===== src/rtl/timer_ctrl_params.svh =====
// Register offsets, field positions and reset values of the timer waveform control block.
//
// Behaviour
// - Setup holds mode 2:0, autolock 3, enables 6:4.
// - Enabled channel pin follows waveform when generating.
// - Autolock holds lock until enabled buffers valid.
// - Lock stays clear until update, then sets.
// - Without autolock, only software changes lock.
// - Mode codes 0,1,3,5,6,7; others reserved.
// - Each mode picks TOP, update and overflow points.
// - Normal mode drives no waveform onto pins.
// - Disabled timer: level writes set waveform outputs.
// - Split bit selects two eight-bit timers.
// - Clear register: writing one clears status bit.
// - Set register: writing one sets status bit.
// - Lock and direction read alike in both.
// - Command 3:2, lock 1, direction 0.
// - Commands: none, update, restart, hard reset.
// - Command field always reads as zero.
// - Lock high blocks buffer copy on update.
// - Direction zero counts up, one down.
// - Buffer valid set on write, cleared on unlocked update.
// - Enable bit gates level writes and hard reset.
`ifndef TIMER_CTRL_PARAMS_SVH
`define TIMER_CTRL_PARAMS_SVH

// Register indices; byte address is four times the index.
`define IDX_WAVEFORM_SETUP 4'h1
`define IDX_OUTPUT_LEVELS  4'h2
`define IDX_SPLIT_CONTROL  4'h3
`define IDX_STATUS_CLEAR   4'h4
`define IDX_STATUS_SET     4'h5

// Field positions of the waveform setup register.
`define WS_MODE_MSB   2
`define WS_MODE_LSB   0
`define WS_AUTO_LOCK  3
`define WS_EN_MSB     6
`define WS_EN_LSB     4

// Field positions of the command and status registers.
`define ST_CMD_MSB    3
`define ST_CMD_LSB    2
`define ST_LOCK       1
`define ST_DIR        0

// Split mode bit position.
`define SPLIT_BIT     0

// Reset values.
`define RST_WAVEFORM_SETUP 8'h00
`define RST_OUTPUT_LEVELS  3'h0
`define RST_STATUS_BIT     1'b0
`define RST_SPLIT          1'b0

`endif


===== src/rtl/timer_ctrl_pkg.sv =====
// Types shared by the timer waveform control block.
package timer_ctrl_pkg;

	// Waveform generation mode codes as held in the setup register.
	typedef enum logic [2:0] {
		MODE_NORMAL      = 3'h0,
		MODE_FREQUENCY   = 3'h1,
		MODE_ONE_RAMP    = 3'h3,
		MODE_TWO_TOP     = 3'h5,
		MODE_TWO_BOTH    = 3'h6,
		MODE_TWO_BOTTOM  = 3'h7
	} wave_mode_t;

	// Software command codes.
	typedef enum logic [1:0] {
		CMD_NONE       = 2'h0,
		CMD_UPDATE     = 2'h1,
		CMD_RESTART    = 2'h2,
		CMD_HARD_RESET = 2'h3
	} cmd_t;

	// Automatic lock sequencer states.
	typedef enum logic {
		LOCK_HOLD,
		LOCK_OPEN
	} lock_state_t;

endpackage


===== src/rtl/timer_waveform_control_regs.sv =====
// Control registers and mode decode of a sixteen-bit timer with three compare channels.
//
// Decided for this implementation: the Avalon-MM register port.
`timescale 1ns/100ps
`include "timer_ctrl_params.svh"

module timer_waveform_control_regs
	import timer_ctrl_pkg::*;
#(
	parameter int CHANNELS = 3
) (
	// Clock and reset.
	input  wire logic                clk,
	input  wire logic                rst,
	// Avalon-MM slave.
	input  wire logic [5:0]          address,
	input  wire logic                read,
	input  wire logic                write,
	input  wire logic [31:0]         writedata,
	input  wire logic [3:0]          byteenable,
	output logic      [31:0]         readdata,
	output logic                     waitrequest,
	// Timer core status.
	input  wire logic                timer_enabled,
	input  wire logic                update_condition,
	input  wire logic [CHANNELS-1:0] buffer_written,
	input  wire logic                hw_dir_load,
	input  wire logic                hw_dir_value,
	// Waveform generator and port levels.
	input  wire logic [CHANNELS-1:0] wg_level,
	input  wire logic [CHANNELS-1:0] port_level,
	// Timer core controls.
	output logic                     copy_buffers,
	output logic                     force_update,
	output logic                     force_restart,
	output logic                     force_hard_reset,
	output logic                     count_down,
	output logic                     top_from_compare0,
	output logic                     update_at_bottom,
	output logic                     overflow_at_top,
	output logic                     overflow_at_bottom,
	output logic                     split_mode,
	output logic [CHANNELS-1:0]      buffer_valid_flag,
	// Waveform levels and pins.
	output logic [CHANNELS-1:0]      waveform_level,
	output logic [CHANNELS-1:0]      waveform_output_pin,
	output logic [CHANNELS-1:0]      pin_override
);

	////////////////////////////////////////////////////////////////////////////
	// Register state.

	// Waveform setup: mode, auto lock and compare enables.
	logic [7:0]          waveform_setup;
	// Levels written for the waveform outputs while stopped.
	logic [CHANNELS-1:0] compare_output_value;
	// Split mode selection.
	logic                split_mode_select;
	// Lock on buffered copies.
	logic                update_lock;
	// Automatic lock sequencer state.
	lock_state_t         lock_state;

	// Field views of the setup register.
	wave_mode_t          waveform_mode;
	logic                auto_lock_update;
	logic [CHANNELS-1:0] compare_output_enable;

	assign waveform_mode         = wave_mode_t'(waveform_setup[`WS_MODE_MSB:`WS_MODE_LSB]);
	assign auto_lock_update      = waveform_setup[`WS_AUTO_LOCK];
	assign compare_output_enable = waveform_setup[`WS_EN_MSB:`WS_EN_LSB];

	////////////////////////////////////////////////////////////////////////////
	// Bus decode.

	// Register index taken from the word address.
	logic [3:0] reg_index;
	// Write completes at this edge.
	logic       wr_done;
	// Read data is captured at this edge.
	logic       rd_take;
	// Writes aimed at the set and clear registers.
	logic       set_wr;
	logic       clr_wr;
	// Command written and its decoded effects.
	cmd_t       cmd_in;
	logic       cmd_wr;
	logic       hard_reset_take;
	logic       update_take;
	// Copy happens in this cycle.
	logic       copy_now;
	// All enabled compare buffers hold fresh values.
	logic       all_valid;

	assign reg_index = address[5:2];
	assign wr_done   = write && !waitrequest && byteenable[0];
	assign rd_take   = read && waitrequest;
	assign set_wr    = wr_done && (reg_index == `IDX_STATUS_SET);
	assign clr_wr    = wr_done && (reg_index == `IDX_STATUS_CLEAR);
	assign cmd_in    = cmd_t'(writedata[`ST_CMD_MSB:`ST_CMD_LSB]);
	assign cmd_wr    = set_wr || clr_wr;

	assign hard_reset_take = cmd_wr && (cmd_in == CMD_HARD_RESET) && !timer_enabled;
	assign update_take     = update_condition || (cmd_wr && (cmd_in == CMD_UPDATE));

	assign copy_now  = update_take && !update_lock;
	assign all_valid = &(buffer_valid_flag | ~compare_output_enable);

	// Wait state generator: one wait cycle, then waitrequest low for one cycle.
	always_ff @(posedge clk or posedge rst) begin
		if (rst) begin
			waitrequest <= 1'b1;
		end else if ((read || write) && waitrequest) begin
			waitrequest <= 1'b0;
		end else begin
			waitrequest <= 1'b1;
		end
	end

	// Read value multiplexer; unmapped addresses read as zero.
	logic [31:0] read_value;
	always_comb begin
		read_value = 32'h0000_0000;
		case (reg_index)
			`IDX_WAVEFORM_SETUP: begin
				read_value[7:0] = waveform_setup;
			end
			`IDX_OUTPUT_LEVELS: begin
				read_value[CHANNELS-1:0] = compare_output_value;
			end
			`IDX_SPLIT_CONTROL: begin
				read_value[`SPLIT_BIT] = split_mode_select;
			end
			`IDX_STATUS_CLEAR, `IDX_STATUS_SET: begin
				read_value[`ST_LOCK] = update_lock;
				read_value[`ST_DIR]  = count_down;
			end
			default: begin
				read_value = 32'h0000_0000;
			end
		endcase
	end

	// Read data is captured while the wait cycle runs and held until the next read.
	always_ff @(posedge clk or posedge rst) begin
		if (rst) begin
			readdata <= 32'h0000_0000;
		end else if (rd_take) begin
			readdata <= read_value;
		end
	end

	////////////////////////////////////////////////////////////////////////////
	// Configuration registers.

	// Setup register; bit 7 has no storage and reads zero.
	always_ff @(posedge clk or posedge rst) begin
		if (rst) begin
			waveform_setup <= `RST_WAVEFORM_SETUP;
		end else if (hard_reset_take) begin
			waveform_setup <= `RST_WAVEFORM_SETUP;
		end else if (wr_done && (reg_index == `IDX_WAVEFORM_SETUP)) begin
			waveform_setup <= {1'b0, writedata[6:0]};
		end
	end

	// Stored levels change only while the timer is stopped.
	always_ff @(posedge clk or posedge rst) begin
		if (rst) begin
			compare_output_value <= `RST_OUTPUT_LEVELS;
		end else if (hard_reset_take) begin
			compare_output_value <= `RST_OUTPUT_LEVELS;
		end else if (wr_done && (reg_index == `IDX_OUTPUT_LEVELS) && !timer_enabled) begin
			compare_output_value <= writedata[CHANNELS-1:0];
		end
	end

	// Split mode bit; the timer core rebuilds its counters and map from it.
	always_ff @(posedge clk or posedge rst) begin
		if (rst) begin
			split_mode_select <= `RST_SPLIT;
		end else if (hard_reset_take) begin
			split_mode_select <= `RST_SPLIT;
		end else if (wr_done && (reg_index == `IDX_SPLIT_CONTROL)) begin
			split_mode_select <= writedata[`SPLIT_BIT];
		end
	end

	////////////////////////////////////////////////////////////////////////////
	// Lock and direction status.

	// Lock: sequenced by hardware under auto lock, else by software writes only.
	always_ff @(posedge clk or posedge rst) begin
		if (rst) begin
			update_lock <= `RST_STATUS_BIT;
			lock_state  <= LOCK_HOLD;
		end else if (hard_reset_take) begin
			update_lock <= `RST_STATUS_BIT;
			lock_state  <= LOCK_HOLD;
		end else if (auto_lock_update) begin
			case (lock_state)
				LOCK_HOLD: begin
					if (all_valid) begin
						update_lock <= 1'b0;
						lock_state  <= LOCK_OPEN;
					end else begin
						update_lock <= 1'b1;
					end
				end
				LOCK_OPEN: begin
					if (update_take) begin
						update_lock <= 1'b1;
						lock_state  <= LOCK_HOLD;
					end else begin
						update_lock <= 1'b0;
					end
				end
				default: begin
					lock_state <= LOCK_HOLD;
				end
			endcase
		end else begin
			lock_state <= LOCK_HOLD;
			if (set_wr && writedata[`ST_LOCK]) begin
				update_lock <= 1'b1;
			end else if (clr_wr && writedata[`ST_LOCK]) begin
				update_lock <= 1'b0;
			end
		end
	end

	// Direction: software write first, then a hardware load from the core.
	always_ff @(posedge clk or posedge rst) begin
		if (rst) begin
			count_down <= `RST_STATUS_BIT;
		end else if (hard_reset_take) begin
			count_down <= `RST_STATUS_BIT;
		end else if (set_wr && writedata[`ST_DIR]) begin
			count_down <= 1'b1;
		end else if (clr_wr && writedata[`ST_DIR]) begin
			count_down <= 1'b0;
		end else if (hw_dir_load) begin
			count_down <= hw_dir_value;
		end
	end

	////////////////////////////////////////////////////////////////////////////
	// Commands and buffered copy.

	// One-cycle command strobes toward the timer core.
	always_ff @(posedge clk or posedge rst) begin
		if (rst) begin
			force_update     <= 1'b0;
			force_restart    <= 1'b0;
			force_hard_reset <= 1'b0;
		end else begin
			force_update     <= cmd_wr && (cmd_in == CMD_UPDATE);
			force_restart    <= cmd_wr && (cmd_in == CMD_RESTART);
			force_hard_reset <= hard_reset_take;
		end
	end

	// Copy strobe: buffers move into the compare registers this cycle.
	always_ff @(posedge clk or posedge rst) begin
		if (rst) begin
			copy_buffers <= 1'b0;
		end else begin
			copy_buffers <= copy_now;
		end
	end

	// Buffer valid flags: a buffer write wins over a copy in the same cycle.
	genvar ch;
	generate
		for (ch = 0; ch < CHANNELS; ch++) begin : g_valid
			always_ff @(posedge clk or posedge rst) begin
				if (rst) begin
					buffer_valid_flag[ch] <= 1'b0;
				end else if (hard_reset_take) begin
					buffer_valid_flag[ch] <= 1'b0;
				end else if (buffer_written[ch]) begin
					buffer_valid_flag[ch] <= 1'b1;
				end else if (copy_now) begin
					buffer_valid_flag[ch] <= 1'b0;
				end
			end
		end
	endgenerate

	////////////////////////////////////////////////////////////////////////////
	// Mode decode.

	// Waveform generated in any known mode other than normal.
	logic waveform_active;
	always_comb begin
		waveform_active = 1'b0;
		case (waveform_mode)
			MODE_FREQUENCY, MODE_ONE_RAMP, MODE_TWO_TOP, MODE_TWO_BOTH, MODE_TWO_BOTTOM: begin
				waveform_active = 1'b1;
			end
			default: begin
				waveform_active = 1'b0;
			end
		endcase
	end

	// TOP source, update point and overflow points per mode; reserved acts as normal.
	always_ff @(posedge clk or posedge rst) begin
		if (rst) begin
			top_from_compare0  <= 1'b0;
			update_at_bottom   <= 1'b0;
			overflow_at_top    <= 1'b1;
			overflow_at_bottom <= 1'b0;
		end else begin
			top_from_compare0  <= (waveform_mode == MODE_FREQUENCY);
			update_at_bottom   <= (waveform_mode == MODE_ONE_RAMP) ||
				(waveform_mode == MODE_TWO_TOP) ||
				(waveform_mode == MODE_TWO_BOTH) ||
				(waveform_mode == MODE_TWO_BOTTOM);
			overflow_at_top    <= (waveform_mode != MODE_ONE_RAMP) &&
				(waveform_mode != MODE_TWO_BOTTOM);
			overflow_at_bottom <= (waveform_mode == MODE_ONE_RAMP) ||
				(waveform_mode == MODE_TWO_BOTH) ||
				(waveform_mode == MODE_TWO_BOTTOM);
		end
	end

	// Split mode output toward the core.
	always_ff @(posedge clk or posedge rst) begin
		if (rst) begin
			split_mode <= `RST_SPLIT;
		end else begin
			split_mode <= split_mode_select;
		end
	end

	////////////////////////////////////////////////////////////////////////////
	// Waveform levels and pin override.

	// Output levels: generator while running, stored values while stopped.
	always_ff @(posedge clk or posedge rst) begin
		if (rst) begin
			waveform_level <= `RST_OUTPUT_LEVELS;
		end else if (timer_enabled) begin
			waveform_level <= wg_level;
		end else begin
			waveform_level <= compare_output_value;
		end
	end

	// Per-channel pin selection.
	generate
		for (ch = 0; ch < CHANNELS; ch++) begin : g_pin
			always_ff @(posedge clk or posedge rst) begin
				if (rst) begin
					waveform_output_pin[ch] <= 1'b0;
					pin_override[ch]        <= 1'b0;
				end else if (waveform_active && compare_output_enable[ch]) begin
					waveform_output_pin[ch] <= waveform_level[ch];
					pin_override[ch]        <= 1'b1;
				end else begin
					waveform_output_pin[ch] <= port_level[ch];
					pin_override[ch]        <= 1'b0;
				end
			end
		end
	endgenerate
endmodule


===== config.mk =====
export PLATFORM = sky130hd
export DESIGN_NAME = timer_waveform_control_regs
export DESIGN_NICKNAME = d
export VERILOG_FILES = /design/src/rtl/timer_ctrl_pkg.sv /design/src/rtl/timer_waveform_control_regs.sv
export VERILOG_INCLUDE_DIRS = /design/src /design/src/rtl
export SDC_FILE = /design/constraint.sdc
export NUM_CORES = 1
export LEC_CHECK = 0
export BUFFER_PORTS_ARGS = -buffer_cell sky130_fd_sc_hd__buf_2
export CORE_ASPECT_RATIO = 2
export CORE_MARGIN = 4
export CORE_UTILIZATION = 40
export CTS_CLUSTER_SIZE = 16
export DETAILED_ROUTE_END_ITERATION = 12
export PLACE_DENSITY_LB_ADDON = 0.1
export SYNTH_ARGS = -nofsm -noshare
export SYNTH_HDL_FRONTEND = slang
export SYNTH_SLANG_ARGS = --single-unit

===== constraint.sdc =====
create_clock -name clk -period 1.7 [get_ports clk]
set_clock_uncertainty 0.15 [all_clocks]
set_input_delay 0.085 -clock clk [delete_from_list [all_inputs] [get_ports clk]]
set_output_delay 0.085 -clock clk [all_outputs]
set_load 0.01 [all_outputs]

# Word-level counts from Yosys, hierarchy flattened
# Index checks and enable logic that the tools add are counted.
totals:
  input_bits: 59
  reg_bits: 45
  output_inout_bits: 55
op_classes:
  n_eq_ne: 15
  reduce_logical: 45
  bitwise_logic: 3
  muxes: 42
ops:
  columns: ["operator", "count"]
  rows:
  - ["$mux W1", 31]
  - ["$logic_and A1 B1 Y1", 23]
  - ["$mux W8", 2]
  - ["$eq A3 B3 Y1 const B", 3]
  - ["$mux W3", 3]
  - ["$reduce_bool A3 Y1", 3]
  - ["$eq A4 B2 Y1 const B", 2]
  - ["$eq A4 B3 Y1 const B", 2]
  - ["$logic_or A1 B1 Y1", 8]
  - ["$reduce_bool A4 Y1", 2]
  - ["$pmux W1 S2", 3]
  - ["$reduce_bool A2 Y1", 3]
  - ["$mux W5", 1]
  - ["$reduce_or A5 Y1", 1]
  - ["$eq A2 B2 Y1 const B", 2]
  - ["$eq A4 B1 Y1 const B", 1]
  - ["$pmux W1 S4", 1]
  - ["$eq A3 B1 Y1 const B", 1]
  - ["$eq A3 B2 Y1 const B", 1]
  - ["$logic_not A1 Y1", 3]
  - ["$ne A3 B2 Y1 const B", 1]
  - ["$ne A3 B3 Y1 const B", 1]
  - ["$not A3 Y3", 1]
  - ["$or A3 B3 Y3", 1]
  - ["other kinds (5)", 5]

# Longest topological paths before layout
depth:
  word_depth: 11
  ltp_mapped: 7
  ltp_nobuf: 5

# Least setup slack after synthesis
# OpenSTA, ideal clock, no wires.
synth_timing:
  path_kind: "flip-flop to flip-flop"
  startpoint: "register waitrequest"
  endpoint: "register update_lock"
  n_path_buf: 1
  setup_ns: 0.120
  slack_ns: -0.074
  t_arrival_ns: 1.504
  stages_incl_launch_ff: 6
  cell_sequence: "dfstp_2 -> and3b_1 -> buf_2 -> and2_4 -> a311o_1 -> and3_1"
synth_between:
  elab_chain_len: 11
synth_rtl:
  columns: ["element", "line_no", "text"]
  rows:
  - ["start, declared", "timer_waveform_control_regs.sv:22", "output logic waitrequest,"]
  - ["start signal, assigned", "timer_waveform_control_regs.sv:112", "waitrequest <= 1'b1;"]
  - ["start signal, assigned", "timer_waveform_control_regs.sv:114", "waitrequest <= 1'b0;"]
  - ["start signal, assigned", "timer_waveform_control_regs.sv:116", "waitrequest <= 1'b1;"]
  - ["$logic_not A1 Y1 (*)", "timer_waveform_control_regs.sv:96", "assign wr_done = write && !waitrequest && byteenable[0];"]
  - ["$logic_and A1 B1 Y1 (*) (2 in series)", "timer_waveform_control_regs.sv:96", null]
  - ["$logic_and A1 B1 Y1 (on tied branches)", "timer_waveform_control_regs.sv:98, timer_waveform_control_regs.sv:99", null]
  - ["$logic_or A1 B1 Y1", "timer_waveform_control_regs.sv:101", "assign cmd_wr = set_wr || clr_wr;"]
  - ["$logic_and A1 B1 Y1", "timer_waveform_control_regs.sv:104", "assign update_take = update_condition || (cmd_wr && (cmd_in == CMD_UPDATE));"]
  - ["$logic_or A1 B1 Y1", "timer_waveform_control_regs.sv:104", null]
  - ["$mux W1", "timer_waveform_control_regs.sv:211", "if (update_take) begin"]
  - ["$pmux W1 S2", "timer_waveform_control_regs.sv:201", "case (lock_state)"]
  - ["$mux W1", "timer_waveform_control_regs.sv:200", "end else if (auto_lock_update) begin"]
  - ["$mux W1", "timer_waveform_control_regs.sv:197", "end else if (hard_reset_take) begin"]
  - ["end signal, assigned", "timer_waveform_control_regs.sv:195", "update_lock <= `RST_STATUS_BIT;"]
  - ["end signal, assigned", "timer_waveform_control_regs.sv:198", "update_lock <= `RST_STATUS_BIT;"]
  - ["end, declared", "timer_waveform_control_regs.sv:60", "logic update_lock;"]
# Every way passes the cells marked *; elsewhere a longest branch is shown, timed or not.
# A chain may end at the register's enable or synchronous reset.

# Worst setup path after layout
# Ends and elaborated chain as after synthesis.

==> out/qor.yml <==
outcome: "finished, final reports clean"
clkSinkCount: 43
number_of_global_route_vias_before_repair: 1508
die_y_um: 110
via_count: 1560
finalNetCount: 334
detailedRoute.firstIterationViolations: 46
finalPower_mw: 2.32
insertion_delay_ns: 0.29
internal_power_mw: 1.66
crit_path_start_kind: "flip-flop"
synth-warning-count: 0
power_density_mw_per_mm2: 859
layout_worst_path_cycle_share_pct: 99.2
quantity_of_i_o_buffers_inserted_on_ports: 58
synth_sequential_area_ratio_pct: 52.3
post_synth.cell_area_avg_sq_um: 11.3
netlist.area_leader.share_pct: 49.8
min_period_ns: 1.69
floorplan.core_area_sq_mm: 0.00495
grt_max_degree: 44
drv_slew: 0
total_switching_power_mw: 0.668
clkSlewWorstSetupHoldPaths_ns: 0.08
rows: 36
synth_flop_cell: "dfrtp_1"
netlist-cell-type-count: 37
synthSimpleGateAreaFrac_pct: 15.0
setup_viol: 0
pwr-share-clk_pct: 26.5
vdd_drop_max_mv: 0.488
maxCapViolations: 0
postRouteWirelength_um: 4710
gp_congestion: 0.821
placed_area_sq_mm: 0.00235
ioPinCount: 114
total_standard_cell_area_after_synthesis_sq_mm: 0.00206
globalRoute.totalOverflow: 0
adder_and_majority_gate_portion_of_the_synthesized_area_pct: 0
synth_top_family_by_area: "simple AND/OR/NAND/NOR gates"
drt-pass1-iter-count: 4
design_area_sq_mm: 0.00271
synth.largest_area_cell: "dfrtp_1"
synth_area_leaders: "dfrtp_1, buf_4, mux2i_1"
layout-drive-gt1-share_pct: 37.3
die_w_um: 58.8
power.switching_fraction_pct: 28.7
number_of_enable_type_register_cells_in_the_synthesized_netlist: 0
worst-setup-path-type: "reg2reg"
floorplan.initialDensity_pct: 41.6
die_area_sq_mm: 0.00643
area.growth.synth_to_final_pct: 31.4
grt_first_pass_wirelength_um: 7560
ys_async_sr_fraction_pct: 100
max-slew-margin-rel_pct: 63.8
fill_cells: 468
worst_setup_path_end_kind: "flip-flop"
cts_inserted_buffers: 5
register_area_sq_mm: 0.00108
cts_tree: "yes"
postSynthRegisterBits: 43
antenna_found_initial: 0
detail_routed_via_count_per_cell: 4.68
r2r_setup_slack_ns: 0.01
htreeDepth: 2
detail_route.drc_violations: 0
maxClockFrequency_mhz: 593
clockRootBuffer: "clkbuf_8"
synth-compound-area-share_pct: 10.1
diodes: 0
hpwlAfterDp_um: 3640
static-leakage-power_nw: 1.41
synthesis.instances: 183
worst_slew_pin_slew_ns: 0.543
power_frac_comb_pct: 21.7
cp_data_required_time_ns: 1.73
worst_ep_arrival_time_ns: 1.72
ant_nets: 0
crit_fanout: 6
wl_per_cell_um: 14.2
fraction_of_power_consumed_by_sequential_logic_pct: 51.8
area_of_the_multi_input_gates_sq_um: 835
gr-usage-all-layers_pct: 15.5
yosys.area_share.xor_xnor_pct: 0
yosys-mux-area-fraction_pct: 9.65
hold_class: "in2reg"
count_of_endpoints_failing_hold_in_the_final_timing_report: 0
max-clock-path-buffers: 2
grt_setup_unrepaired: "true"
## power groups by stage
stage | registers (mW) | logic, mW | clock network [mW]
floorplan | 1.24 | 0.276 | 0
global placement | 1.22 | 0.450 | 0
detailed placement | 1.22 | 0.452 | 0
CTS | 1.20 | 0.502 | 0.649
global route | 1.22 | 0.566 | 0.680
finish | 1.20 | 0.505 | 0.615
## state kept, by name, indices dropped and copies added, names as in the netlist, 3 cells and up
| name | count |
|---|---|
| readdata | 7 |
| waveform_setup | 7 |
| buffer_valid_flag | 3 |
| compare_output_value | 3 |
| pin_override | 3 |
| waveform_level | 3 |
| waveform_output_pin | 3 |
## worst paths after layout
path                              startpoint                endpoint  depth (start not counted)
max                              waitrequest             update_lock                          4
max in group asynchronous                rst  waveform_output_pin[0]                          4
min                               address[5]             readdata[0]                          4
max reg2reg                      waitrequest             update_lock                          4
min reg2reg                split_mode_select              split_mode                          0
min in group asynchronous                rst             readdata[0]                          4
## cells by family after synthesis
group,count (synthesis)
other cells,1
buf+inv,38
flops,43
compound gates,30
simple gates,52
mux,19
## stage by stage
step                setup WS (ns)  std cells  hold slack, ns  setup TNS, ns  utilization [%]
floorplan                 0.00948        207        -0.00195              0                -
global placement          -0.0630        301          0.0947         -0.384             47.5
detailed placement        -0.0669        301           0.106         -0.460             47.5
CTS                       0.00952        332          0.0545              0             54.1
global route              -0.0472        333          0.0966        -0.0762             54.6
finish                     0.0139        333          0.0639              0             54.6
## cells in the mapped netlist (2+ instances only)
cell	n
dfrtp_1	41
buf_4	25
nand2_1	17
mux2i_1	12
nor2_1	11
o21ai_0	10
mux2_2	7
inv_1	5
nor2_2	5
and2_1	4
a22o_1	3
a22oi_1	3
a31oi_1	3
a32oi_1	3
buf_2	3
buf_6	3
nor3b_1	3
a21o_1	2
and3_1	2
dfstp_2	2
nor2b_1	2
o21a_1	2
## placed cells by master (no fill, tap or decap), drive strengths merged
cell type    synthesis  layout
a211oi               1       1
a21o                 2       2
a22o                 3       3
a22oi                3       3
a311o                1       1
a31oi                3       3
a32oi                3       3
a41oi                1       1
and2                 5       5
and3                 2       2
and3b                1       1
buf                 31      70
clkbuf               1       5
clkinv               0       3
conb                 1      25
dfrtp               41      41
dfstp                2       2
dlygate4sd3          0      23
inv                  6       6
mux2                 7       7
mux2i               12      12
nand2               17      17
nand3                1       1
nand3b               1       1
nand4                1       1
nor2                16      16
nor2b                2       2
nor3b                4       4
nor4b                2       2
o21a                 2       2
o21ai               10      10
o31ai                1       1
## critical path, stage by stage, from the launching register on
cell     delay (ns)
dfstp_2        0.53
and3b_2        0.26
a41oi_2        0.28
a32oi_2        0.16
and3_1         0.19
## layer usage
metal / GRT usage [%] / vias to the layer above / part of all wire [%]
met5: 0 / - / 0
met4: 5.35 / 0 / 1.1
met3: 2.47 / 5 / 6.2
met2: 28.2 / 55 / 57
met1: 17.7 / 744 / 35
li1: - / 756 / -
## repair_timing
| item | in CTS | in global routing |
|---|---|---|
| resized for setup | 4 | 3 |
| hold buffers | 23 | 0 |
| pin swaps | 0 | 2 |
| endpoints found under the hold margin | 63 | 0 |
| setup endpoints to repair | 13 | 6 |
| setup buffers | 0 | 1 |
## area by class of cell
class	instances	share of cell area, %
clock inverter	3	0.555
timing repair buffer	93	22.7
clock buffer	5	2.54
inverter	6	0.924
tap	57	2.63
sequential	43	39.8
multi-input combinational	126	30.8
(Power assumes the default switching activity.)
